**src/hdl/htc_defs.vh**
```
// Purpose: constants for the hybrid tap and hook configuration block
// Assumes: core clock of 100 MHz
// Notes: times are in microseconds, counts derived in the top module
`ifndef HTC_DEFS_VH
`define HTC_DEFS_VH

// register addresses
`define HTC_ADDR_W 6
`define HTC_ADDR_TAP8 6'h34
`define HTC_ADDR_RSVD_LO 6'h35
`define HTC_ADDR_RSVD_HI 6'h3a
`define HTC_ADDR_RELCTL 6'h3b

// release control field positions
`define HTC_BIT_QUENCH_HI 6
`define HTC_BIT_QUENCH_LO 4
`define HTC_BIT_RX_GAIN 2
`define HTC_BIT_GUARD_EN 1

// reset values
`define HTC_RST_TAP8 8'h00
`define HTC_RST_BIT 1'b0

// serial frame
`define HTC_CMD_READ_BIT 7
`define HTC_FRAME_BITS 5'h10
`define HTC_CMD_LAST 4'h7
`define HTC_DATA_FIRST 4'h8
`define HTC_FRAME_LAST 4'hf

// release timing
`define HTC_CLK_MHZ 100
`define HTC_T_FAST_US 500
`define HTC_T_ETSI_US 3000
`define HTC_T_AUS_US 26000
`define HTC_CNT_W 22

`endif

```
**src/hdl/htc_config.v**
```verilog
// Purpose: hybrid eighth tap and on-hook release configuration registers
// Assumes: one 100 MHz clock, synchronous active high reset
// Notes: release times are parameters so a simulation can shorten them
`timescale 1ns/1ns
`include "htc_defs.vh"

module htc_config #(
  parameter [`HTC_CNT_W-1:0] FAST_CYC = `HTC_T_FAST_US * `HTC_CLK_MHZ,
  parameter [`HTC_CNT_W-1:0] ETSI_CYC = `HTC_T_ETSI_US * `HTC_CLK_MHZ,
  parameter [`HTC_CNT_W-1:0] AUS_CYC = `HTC_T_AUS_US * `HTC_CLK_MHZ
) (
  // clock and reset
  input wire core_clk,
  input wire rst,
  // serial control port
  input wire cs_n,
  input wire sclk,
  input wire sdi,
  output wire sdo,
  output wire sdo_oe,
  // companion bits held elsewhere
  input wire off_hook_control_bit,
  input wire hook_speed_first_bit,
  input wire hook_speed_second_bit,
  input wire companion_guard_bit,
  input wire line_rev_e_or_later,
  // hybrid filter side
  output reg [7:0] tap_eight_coeff,
  output reg tap_eight_active,
  output reg rx_hybrid_gain_1db,
  // line side
  output reg loop_current_enable,
  output reg release_busy,
  output reg guard_current_enable
);
  localparam ST_IDLE = 1'b0;
  localparam ST_RELEASE = 1'b1;

  reg [7:0] hybrid_tap_eight_coeff;
  reg quench_time_high_bit;
  reg quench_time_low_bit;
  reg receive_gain_bit;
  reg guarded_clear_enable;
  reg state;
  reg off_hook_q;
  reg [`HTC_CNT_W-1:0] rel_cnt;
  reg [`HTC_CNT_W-1:0] rel_len;
  reg [7:0] rd_data;
  reg next_state;
  wire [`HTC_ADDR_W-1:0] addr;
  wire [7:0] wr_data;
  wire wr_stb;
  wire hook_released;

  htc_serial_port u_port (
    .core_clk(core_clk),
    .rst(rst),
    .cs_n(cs_n),
    .sclk(sclk),
    .sdi(sdi),
    .sdo(sdo),
    .sdo_oe(sdo_oe),
    .rd_data(rd_data),
    .addr(addr),
    .wr_data(wr_data),
    .wr_stb(wr_stb)
  );

  // read mux, reserved and unmapped addresses read zero
  always @* begin
    case (addr)
      `HTC_ADDR_TAP8: rd_data = hybrid_tap_eight_coeff;
      `HTC_ADDR_RELCTL: rd_data = {1'b0, quench_time_high_bit, 1'b0, quench_time_low_bit,
                                   1'b0, receive_gain_bit, guarded_clear_enable, 1'b0};
      default: rd_data = 8'h00;
    endcase
  end

  // register writes; reserved addresses and bits are dropped
  always @(posedge core_clk) begin
    if (rst) begin
      hybrid_tap_eight_coeff <= `HTC_RST_TAP8;
      quench_time_high_bit <= `HTC_RST_BIT;
      quench_time_low_bit <= `HTC_RST_BIT;
      receive_gain_bit <= `HTC_RST_BIT;
      guarded_clear_enable <= `HTC_RST_BIT;
    end else if (wr_stb) begin
      if (addr == `HTC_ADDR_TAP8) begin
        hybrid_tap_eight_coeff <= wr_data;
      end
      if (addr == `HTC_ADDR_RELCTL) begin
        quench_time_high_bit <= wr_data[`HTC_BIT_QUENCH_HI];
        quench_time_low_bit <= wr_data[`HTC_BIT_QUENCH_LO];
        receive_gain_bit <= wr_data[`HTC_BIT_RX_GAIN];
        guarded_clear_enable <= wr_data[`HTC_BIT_GUARD_EN];
      end
    end
  end

  // release length from hook speed and quench selection
  always @* begin
    case ({hook_speed_first_bit, hook_speed_second_bit, quench_time_high_bit, quench_time_low_bit})
      4'b0100: rel_len = ETSI_CYC;
      4'b1011: rel_len = AUS_CYC;
      4'b1111: rel_len = AUS_CYC;
      default: rel_len = FAST_CYC;
    endcase
  end

  assign hook_released = off_hook_q & ~off_hook_control_bit;

  always @* begin
    case (state)
      ST_IDLE: next_state = hook_released ? ST_RELEASE : ST_IDLE;
      ST_RELEASE: begin
        if (off_hook_control_bit) begin
          next_state = ST_IDLE;
        end else begin
          next_state = (rel_cnt <= 22'h00_0001) ? ST_IDLE : ST_RELEASE;
        end
      end
      default: next_state = ST_IDLE;
    endcase
  end

  // release timer: loop current is held until the count runs out
  always @(posedge core_clk) begin
    if (rst) begin
      state <= ST_IDLE;
      off_hook_q <= 1'b0;
      rel_cnt <= 22'h00_0000;
      loop_current_enable <= 1'b0;
      release_busy <= 1'b0;
    end else begin
      state <= next_state;
      off_hook_q <= off_hook_control_bit;
      if (state == ST_IDLE && hook_released) begin
        rel_cnt <= rel_len;
      end else if (state == ST_RELEASE && rel_cnt != 22'h00_0000) begin
        rel_cnt <= rel_cnt - 22'h00_0001;
      end
      release_busy <= (next_state == ST_RELEASE);
      loop_current_enable <= off_hook_control_bit | (next_state == ST_RELEASE);
    end
  end

  // hybrid and line-side controls
  always @(posedge core_clk) begin
    if (rst) begin
      tap_eight_coeff <= `HTC_RST_TAP8;
      tap_eight_active <= 1'b0;
      rx_hybrid_gain_1db <= 1'b0;
      guard_current_enable <= 1'b0;
    end else begin
      tap_eight_coeff <= hybrid_tap_eight_coeff;
      tap_eight_active <= |hybrid_tap_eight_coeff;
      rx_hybrid_gain_1db <= receive_gain_bit & line_rev_e_or_later;
      // off whenever loop current will flow, first release cycle included
      guard_current_enable <= guarded_clear_enable & companion_guard_bit & line_rev_e_or_later &
                              ~off_hook_control_bit & (next_state != ST_RELEASE);
    end
  end
endmodule // htc_config

```
**src/hdl/htc_serial_port.v**
```verilog
// Purpose: serial control port slave, 8-bit command then 8-bit data
// Assumes: port pins synchronous to core_clk, sclk idles low
// Notes: command bit 7 selects read, bits 5:0 the address
`timescale 1ns/1ns
`include "htc_defs.vh"

module htc_serial_port (
  // clock and reset
  input wire core_clk,
  input wire rst,
  // port pins
  input wire cs_n,
  input wire sclk,
  input wire sdi,
  output reg sdo,
  output reg sdo_oe,
  // register side
  input wire [7:0] rd_data,
  output reg [`HTC_ADDR_W-1:0] addr,
  output reg [7:0] wr_data,
  output reg wr_stb
);
  reg sclk_q;
  reg [3:0] bit_cnt;
  reg [6:0] shift_in;
  reg [6:0] shift_out;
  reg is_read;
  wire sclk_rise;
  wire sclk_fall;

  // edges only count while selected
  assign sclk_rise = ~cs_n & sclk & ~sclk_q;
  assign sclk_fall = ~cs_n & ~sclk & sclk_q;

  always @(posedge core_clk) begin
    if (rst) begin
      sclk_q <= 1'b0;
      bit_cnt <= 4'h0;
      shift_in <= 7'h00;
      shift_out <= 7'h00;
      is_read <= 1'b0;
      addr <= {`HTC_ADDR_W{1'b0}};
      wr_data <= 8'h00;
      wr_stb <= 1'b0;
      sdo <= 1'b0;
      sdo_oe <= 1'b0;
    end else begin
      sclk_q <= sclk;
      wr_stb <= 1'b0;
      if (cs_n) begin
        bit_cnt <= 4'h0;
        sdo_oe <= 1'b0;
      end else begin
        if (sclk_rise) begin
          shift_in <= {shift_in[5:0], sdi};
          bit_cnt <= bit_cnt + 4'h1;
          if (bit_cnt == `HTC_CMD_LAST) begin
            is_read <= shift_in[`HTC_CMD_READ_BIT-1];
            addr <= {shift_in[`HTC_ADDR_W-2:0], sdi};
          end
          if (bit_cnt == `HTC_FRAME_LAST && !is_read) begin
            wr_data <= {shift_in, sdi};
            wr_stb <= 1'b1;
          end
        end
        if (sclk_fall && is_read && bit_cnt >= `HTC_DATA_FIRST) begin
          if (bit_cnt == `HTC_DATA_FIRST) begin
            sdo <= rd_data[7];
            shift_out <= rd_data[6:0];
            sdo_oe <= 1'b1;
          end else begin
            sdo <= shift_out[6];
            shift_out <= {shift_out[5:0], 1'b0};
          end
        end
      end
    end
  end
endmodule // htc_serial_port

```
**config.mk**
```make
export PLATFORM = sky130hd
export DESIGN_NAME = htc_config
export DESIGN_NICKNAME = d
export VERILOG_FILES = /design/src/hdl/htc_config.v /design/src/hdl/htc_serial_port.v
export VERILOG_INCLUDE_DIRS = /design/src /design/src/hdl
export SDC_FILE = /design/constraint.sdc
export NUM_CORES = 1
export LEC_CHECK = 0
export BUFFER_PORTS_ARGS = -buffer_cell sky130_fd_sc_hd__buf_2
export CAP_MARGIN = 20
export CORE_AREA = 2 2 112 114
export CTS_CLUSTER_SIZE = 25
export DETAILED_ROUTE_END_ITERATION = 8
export DIE_AREA = 0 0 114 116
export PLACE_DENSITY = 0.59
export SYNTH_ARGS = -nofsm -noshare
export SYNTH_HDL_FRONTEND = slang
export SYNTH_SLANG_ARGS = --single-unit
export TNS_END_PERCENT = 20
```
**constraint.sdc**
```tcl
create_clock -name core_clk -period 2.69 [get_ports core_clk]
set_input_delay 0.269 -clock core_clk [delete_from_list [all_inputs] [get_ports core_clk]]
set_output_delay 0.269 -clock core_clk [all_outputs]
set_load 0.1 [all_outputs]
```
==> results.py <==
metrics = {
    "pwr": {
        "clockPowerShare": 0.401,
        "comb_power_share": 0.134,
        "irDropWorstVdd_uv": 398,
        "switching_fraction_of_total_power": 0.276,
        "power.internal_mw": 2.05,
        "fin_total_pwr_mw": 2.84,
        "pwr_density_cell_nw_per_um2": 653,
        "seqPwrFrac": 0.465,
        "power_switching_uw": 783,
        "static-leakage-power_nw": 1.61,
    },
    "yosys": {
        "muxShareOfSynthArea": 0.0648,
        "avg_cell_area_syn_um2": 8.92,
        "post_syn_area_um2": 3780,
        "synth_top_family_by_area": "simple AND/OR/NAND/NOR gates",
        "number_of_distinct_library_cell_variants_in_the_gate_level_netlist_after_synthesis": 57,
        "syn_inst": 424,
        "yosysWarnings": 0,
        "synth-xor-area-share": 0.0162,
        "async_reset_ff_frac": 0,
        "adder_and_majority_cell_fraction_of_the_synthesized_area": 0.0132,
        "main_synth_ff_type": "sky130_fd_sc_hd__dfxtp_1",
        "syn_nets": 438,
        "synth-seq-cells": 85,
        "synth-simple-area-share": 0.283,
        "synth_seq_area_share": 0.450,
        "synth_compound_area_frac": 0.139,
        "synth_enable_flop_cells": 0,
    },
    "die": {
        "top_level_ports": 25,
        "die_area_um2": 13200,
        "die-width_um": 114,
        "std_cell_rows": 40,
        "die_y_um": 116,
        "core_um2": 11900,
        "floorplan.initialDensity": 0.318,
    },
    "outcome": {
        "status": "completed",
    },
    "timing": {
        "achievable-frequency_ghz": 0.444,
        "worst_clock_skew_ns": 0.00900,
        "timing.slew.headroom": 0.472,
        "setup_repair_after_global_routing_missed_its_margin": "false",
        "worst_slew_pin_slew_ns": 0.790,
        "finalHoldViolations": 0,
        "min_period_over_period": 0.837,
        "timing.final.crit_period_ns": 2.25,
        "drv_slew": 0,
        "fin_ws_ns": 0.437,
        "setup-tns-final_ns": 0,
        "finalSetupViolations": 0,
        "whs_ns": 0.174,
    },
    "cts": {
        "htree_levels": 3,
        "cts.clk_slew.worst_paths_ns": 0.06,
        "tritoncts": "done",
        "clk-insertion-delay-late_ns": 0.34,
        "cts_resized": 0,
        "clock_sinks": 85,
        "cts_buffers": 9,
        "cts.path.max_buffers": 2,
        "cts_root_buf": "sky130_fd_sc_hd__clkbuf_16",
        "post_cts_buffers": 0,
        "cts.hold.buffers_added": 0,
    },
    "routing": {
        "drt-total-wl_um": 8900,
        "drt_first_iter_violations": 351,
        "avg_vias_per_cell": 5.29,
        "detail_route.drc_violations": 0,
        "drt.antenna.violating_nets": 0,
        "detailroute.via_count": 3149,
        "first_pass_iters": 4,
        "wire_per_inst_um": 15.0,
    },
    "cells_and_area": {
        "diodes": 0,
        "fin_cells": 595,
        "n_fill_cell": 1204,
        "post_route_cells_drive_above_1_share": 0.150,
        "design.final.nets": 457,
        "area_growth_pct": 14.8,
    },
    "worst_hold_path": {
        "worst_hold_path_type": "in2reg",
        "timing.hold.worst.start": "line_rev_e_or_later",
    },
    "job": {
        "timing.max_cap.violations": 0,
    },
    "critical_path": {
        "worstSetupStartpoint": "rel_cnt[0]",
        "critical_path_peak_fanout": 6,
        "critPathKind": "reg2reg",
        "timing.critical_path.arrival_ns": 2.52,
        "critical_path.reg2reg.startpoint": "rel_cnt[0]",
        "timing.critical_path.from_type": "flop",
        "worst_ep_required_time_ns": 2.96,
        "critPathCaptureType": "flop",
    },
    "placement": {
        "place_ws_ns": 0.474,
        "io_buffer_count": 24,
        "post-dp-hpwl_um": 6370,
        "globalplace.congestion": 0.864,
        "dp.cells": 579,
    },
    "grt": {
        "grt_max_degree": 42,
        "number_of_antenna_violations_at_the_first_check_in_global_routing": 0,
        "first_pass_grt_wire_length_um": 14600,
        "global_route.overflow_total": 0,
        "via_count_of_the_first_global_routing_pass": 3057,
        "grtUsageTotal": 0.139,
    },
}
-- final cells by class --
type,instances,area (um2),share of cell area
tap,147,184,0.0424
clock inverter,6,46.3,0.0107
inverter,7,26.3,0.00605
timing repair buffer,34,195,0.0449
clock buffer,10,229,0.0527
sequential,85,1700,0.392
multi-input combinational,306,1960,0.451
-- power groups by stage --
stage	sequential [mW]	combinational (mW)	clock (mW)
finish	1.32	0.381	1.14
floorplan	1.35	0.278	0
detailed placement	1.35	0.373	0
CTS	1.32	0.376	1.19
global route	1.32	0.416	1.24
global placement	1.34	0.367	0
-- cells in the final DEF (no fill, tap or decap), drive strengths merged, types with 9 or more instances in the layout --
| cell | Yosys | routed |
|---|---|---|
| nor2b | 9 | 9 |
| inv | 7 | 9 |
| nor4 | 10 | 10 |
| nor3 | 14 | 14 |
| clkbuf | 25 | 10 |
| a31oi | 9 | 9 |
| mux2i | 23 | 23 |
| nand3 | 25 | 25 |
| dfxtp | 85 | 85 |
| nand2 | 28 | 28 |
| o21ai | 12 | 12 |
| a21oi | 23 | 23 |
| buf | 1 | 34 |
| nor2 | 55 | 55 |
-- worst max-delay path, stage by stage, from the launching register on --
cell and delay [ns]:
sky130_fd_sc_hd__dfxtp_1 0.36, sky130_fd_sc_hd__inv_1 0.08, sky130_fd_sc_hd__ha_1 0.25, sky130_fd_sc_hd__or4b_2 0.65
sky130_fd_sc_hd__nand4b_4 0.25, sky130_fd_sc_hd__o211ai_1 0.28, sky130_fd_sc_hd__o311ai_0 0.16, sky130_fd_sc_hd__a21oi_1 0.15
-- sequential cells by signal, summed over array words and instances, names as in the netlist --
register                flops
guard_current_enable        1
guarded_clear_enable        1
hybrid_tap_eight_coeff      8
loop_current_enable         1
off_hook_q                  1
quench_time_high_bit        1
quench_time_low_bit         1
receive_gain_bit            1
rel_cnt                    22
rx_hybrid_gain_1db          1
state                       1
tap_eight_active            1
tap_eight_coeff             8
u_port.addr                 6
u_port.bit_cnt              4
u_port.is_read              1
u_port.sclk_q               1
u_port.sdo                  1
u_port.sdo_oe               1
u_port.shift_in             7
u_port.shift_out            7
u_port.wr_data              8
u_port.wr_stb               1
-- worst paths after layout --
kind	slack [ns]	to	depth (start not counted)
hold reg to reg	0.46	hybrid_tap_eight_coeff[5]	2
setup / recovery	0.44	rel_cnt[4]	7
hold / removal	0.17	rx_hybrid_gain_1db	3
setup reg to reg	0.44	rel_cnt[4]	7
-- per-layer routing --
metal | vias to the layer above | global-route usage | share of wire
li1 | 1577 | - | -
met1 | 1493 | 0.167 | 0.44
met2 | 75 | 0.237 | 0.51
met3 | 4 | 0.0377 | 0.043
met4 | 0 | 0.0577 | 0.0044
met5 | - | 0 | 0
-- cells in the mapped netlist (5+ instances only) --
master	count	area, um2
sky130_fd_sc_hd__nand4_1	7	43.8
sky130_fd_sc_hd__a21oi_1	23	115
sky130_fd_sc_hd__mux2i_1	23	230
sky130_fd_sc_hd__nor4_1	6	37.5
sky130_fd_sc_hd__a311oi_1	5	43.8
sky130_fd_sc_hd__o21ai_0	12	60.1
sky130_fd_sc_hd__nor2_1	55	206
sky130_fd_sc_hd__nor3_1	13	65.1
sky130_fd_sc_hd__dfxtp_1	85	1700
sky130_fd_sc_hd__a211oi_1	5	37.5
sky130_fd_sc_hd__clkbuf_1	24	90.1
sky130_fd_sc_hd__nand2b_1	8	50.1
sky130_fd_sc_hd__nor3b_1	6	45.0
sky130_fd_sc_hd__a31oi_1	8	50.1
sky130_fd_sc_hd__nor2b_1	9	56.3
sky130_fd_sc_hd__or3_1	8	50.1
sky130_fd_sc_hd__nand3_1	25	125
sky130_fd_sc_hd__inv_1	7	26.3
sky130_fd_sc_hd__nand2_1	28	105
-- through the flow --
step	util	area, um2
after floorplan	-	3780
after global placement	0.341	4070
after detailed placement	0.341	4070
after CTS	0.365	4340
after global routing	0.365	4340
final	0.365	4340
-- cells by family (layout without fill, tap and decap cells) --
kind of cell,count (synthesis),in the layout
XOR/XNOR,7,7
AND/OR/NAND/NOR,193,193
AO/OA/AOI/OAI,78,78
buffers and inverters,33,57
multiplexers,24,24
flip-flops,85,85
adder cells (fa/ha/maj),4,4
(Power assumes the default switching activity.)
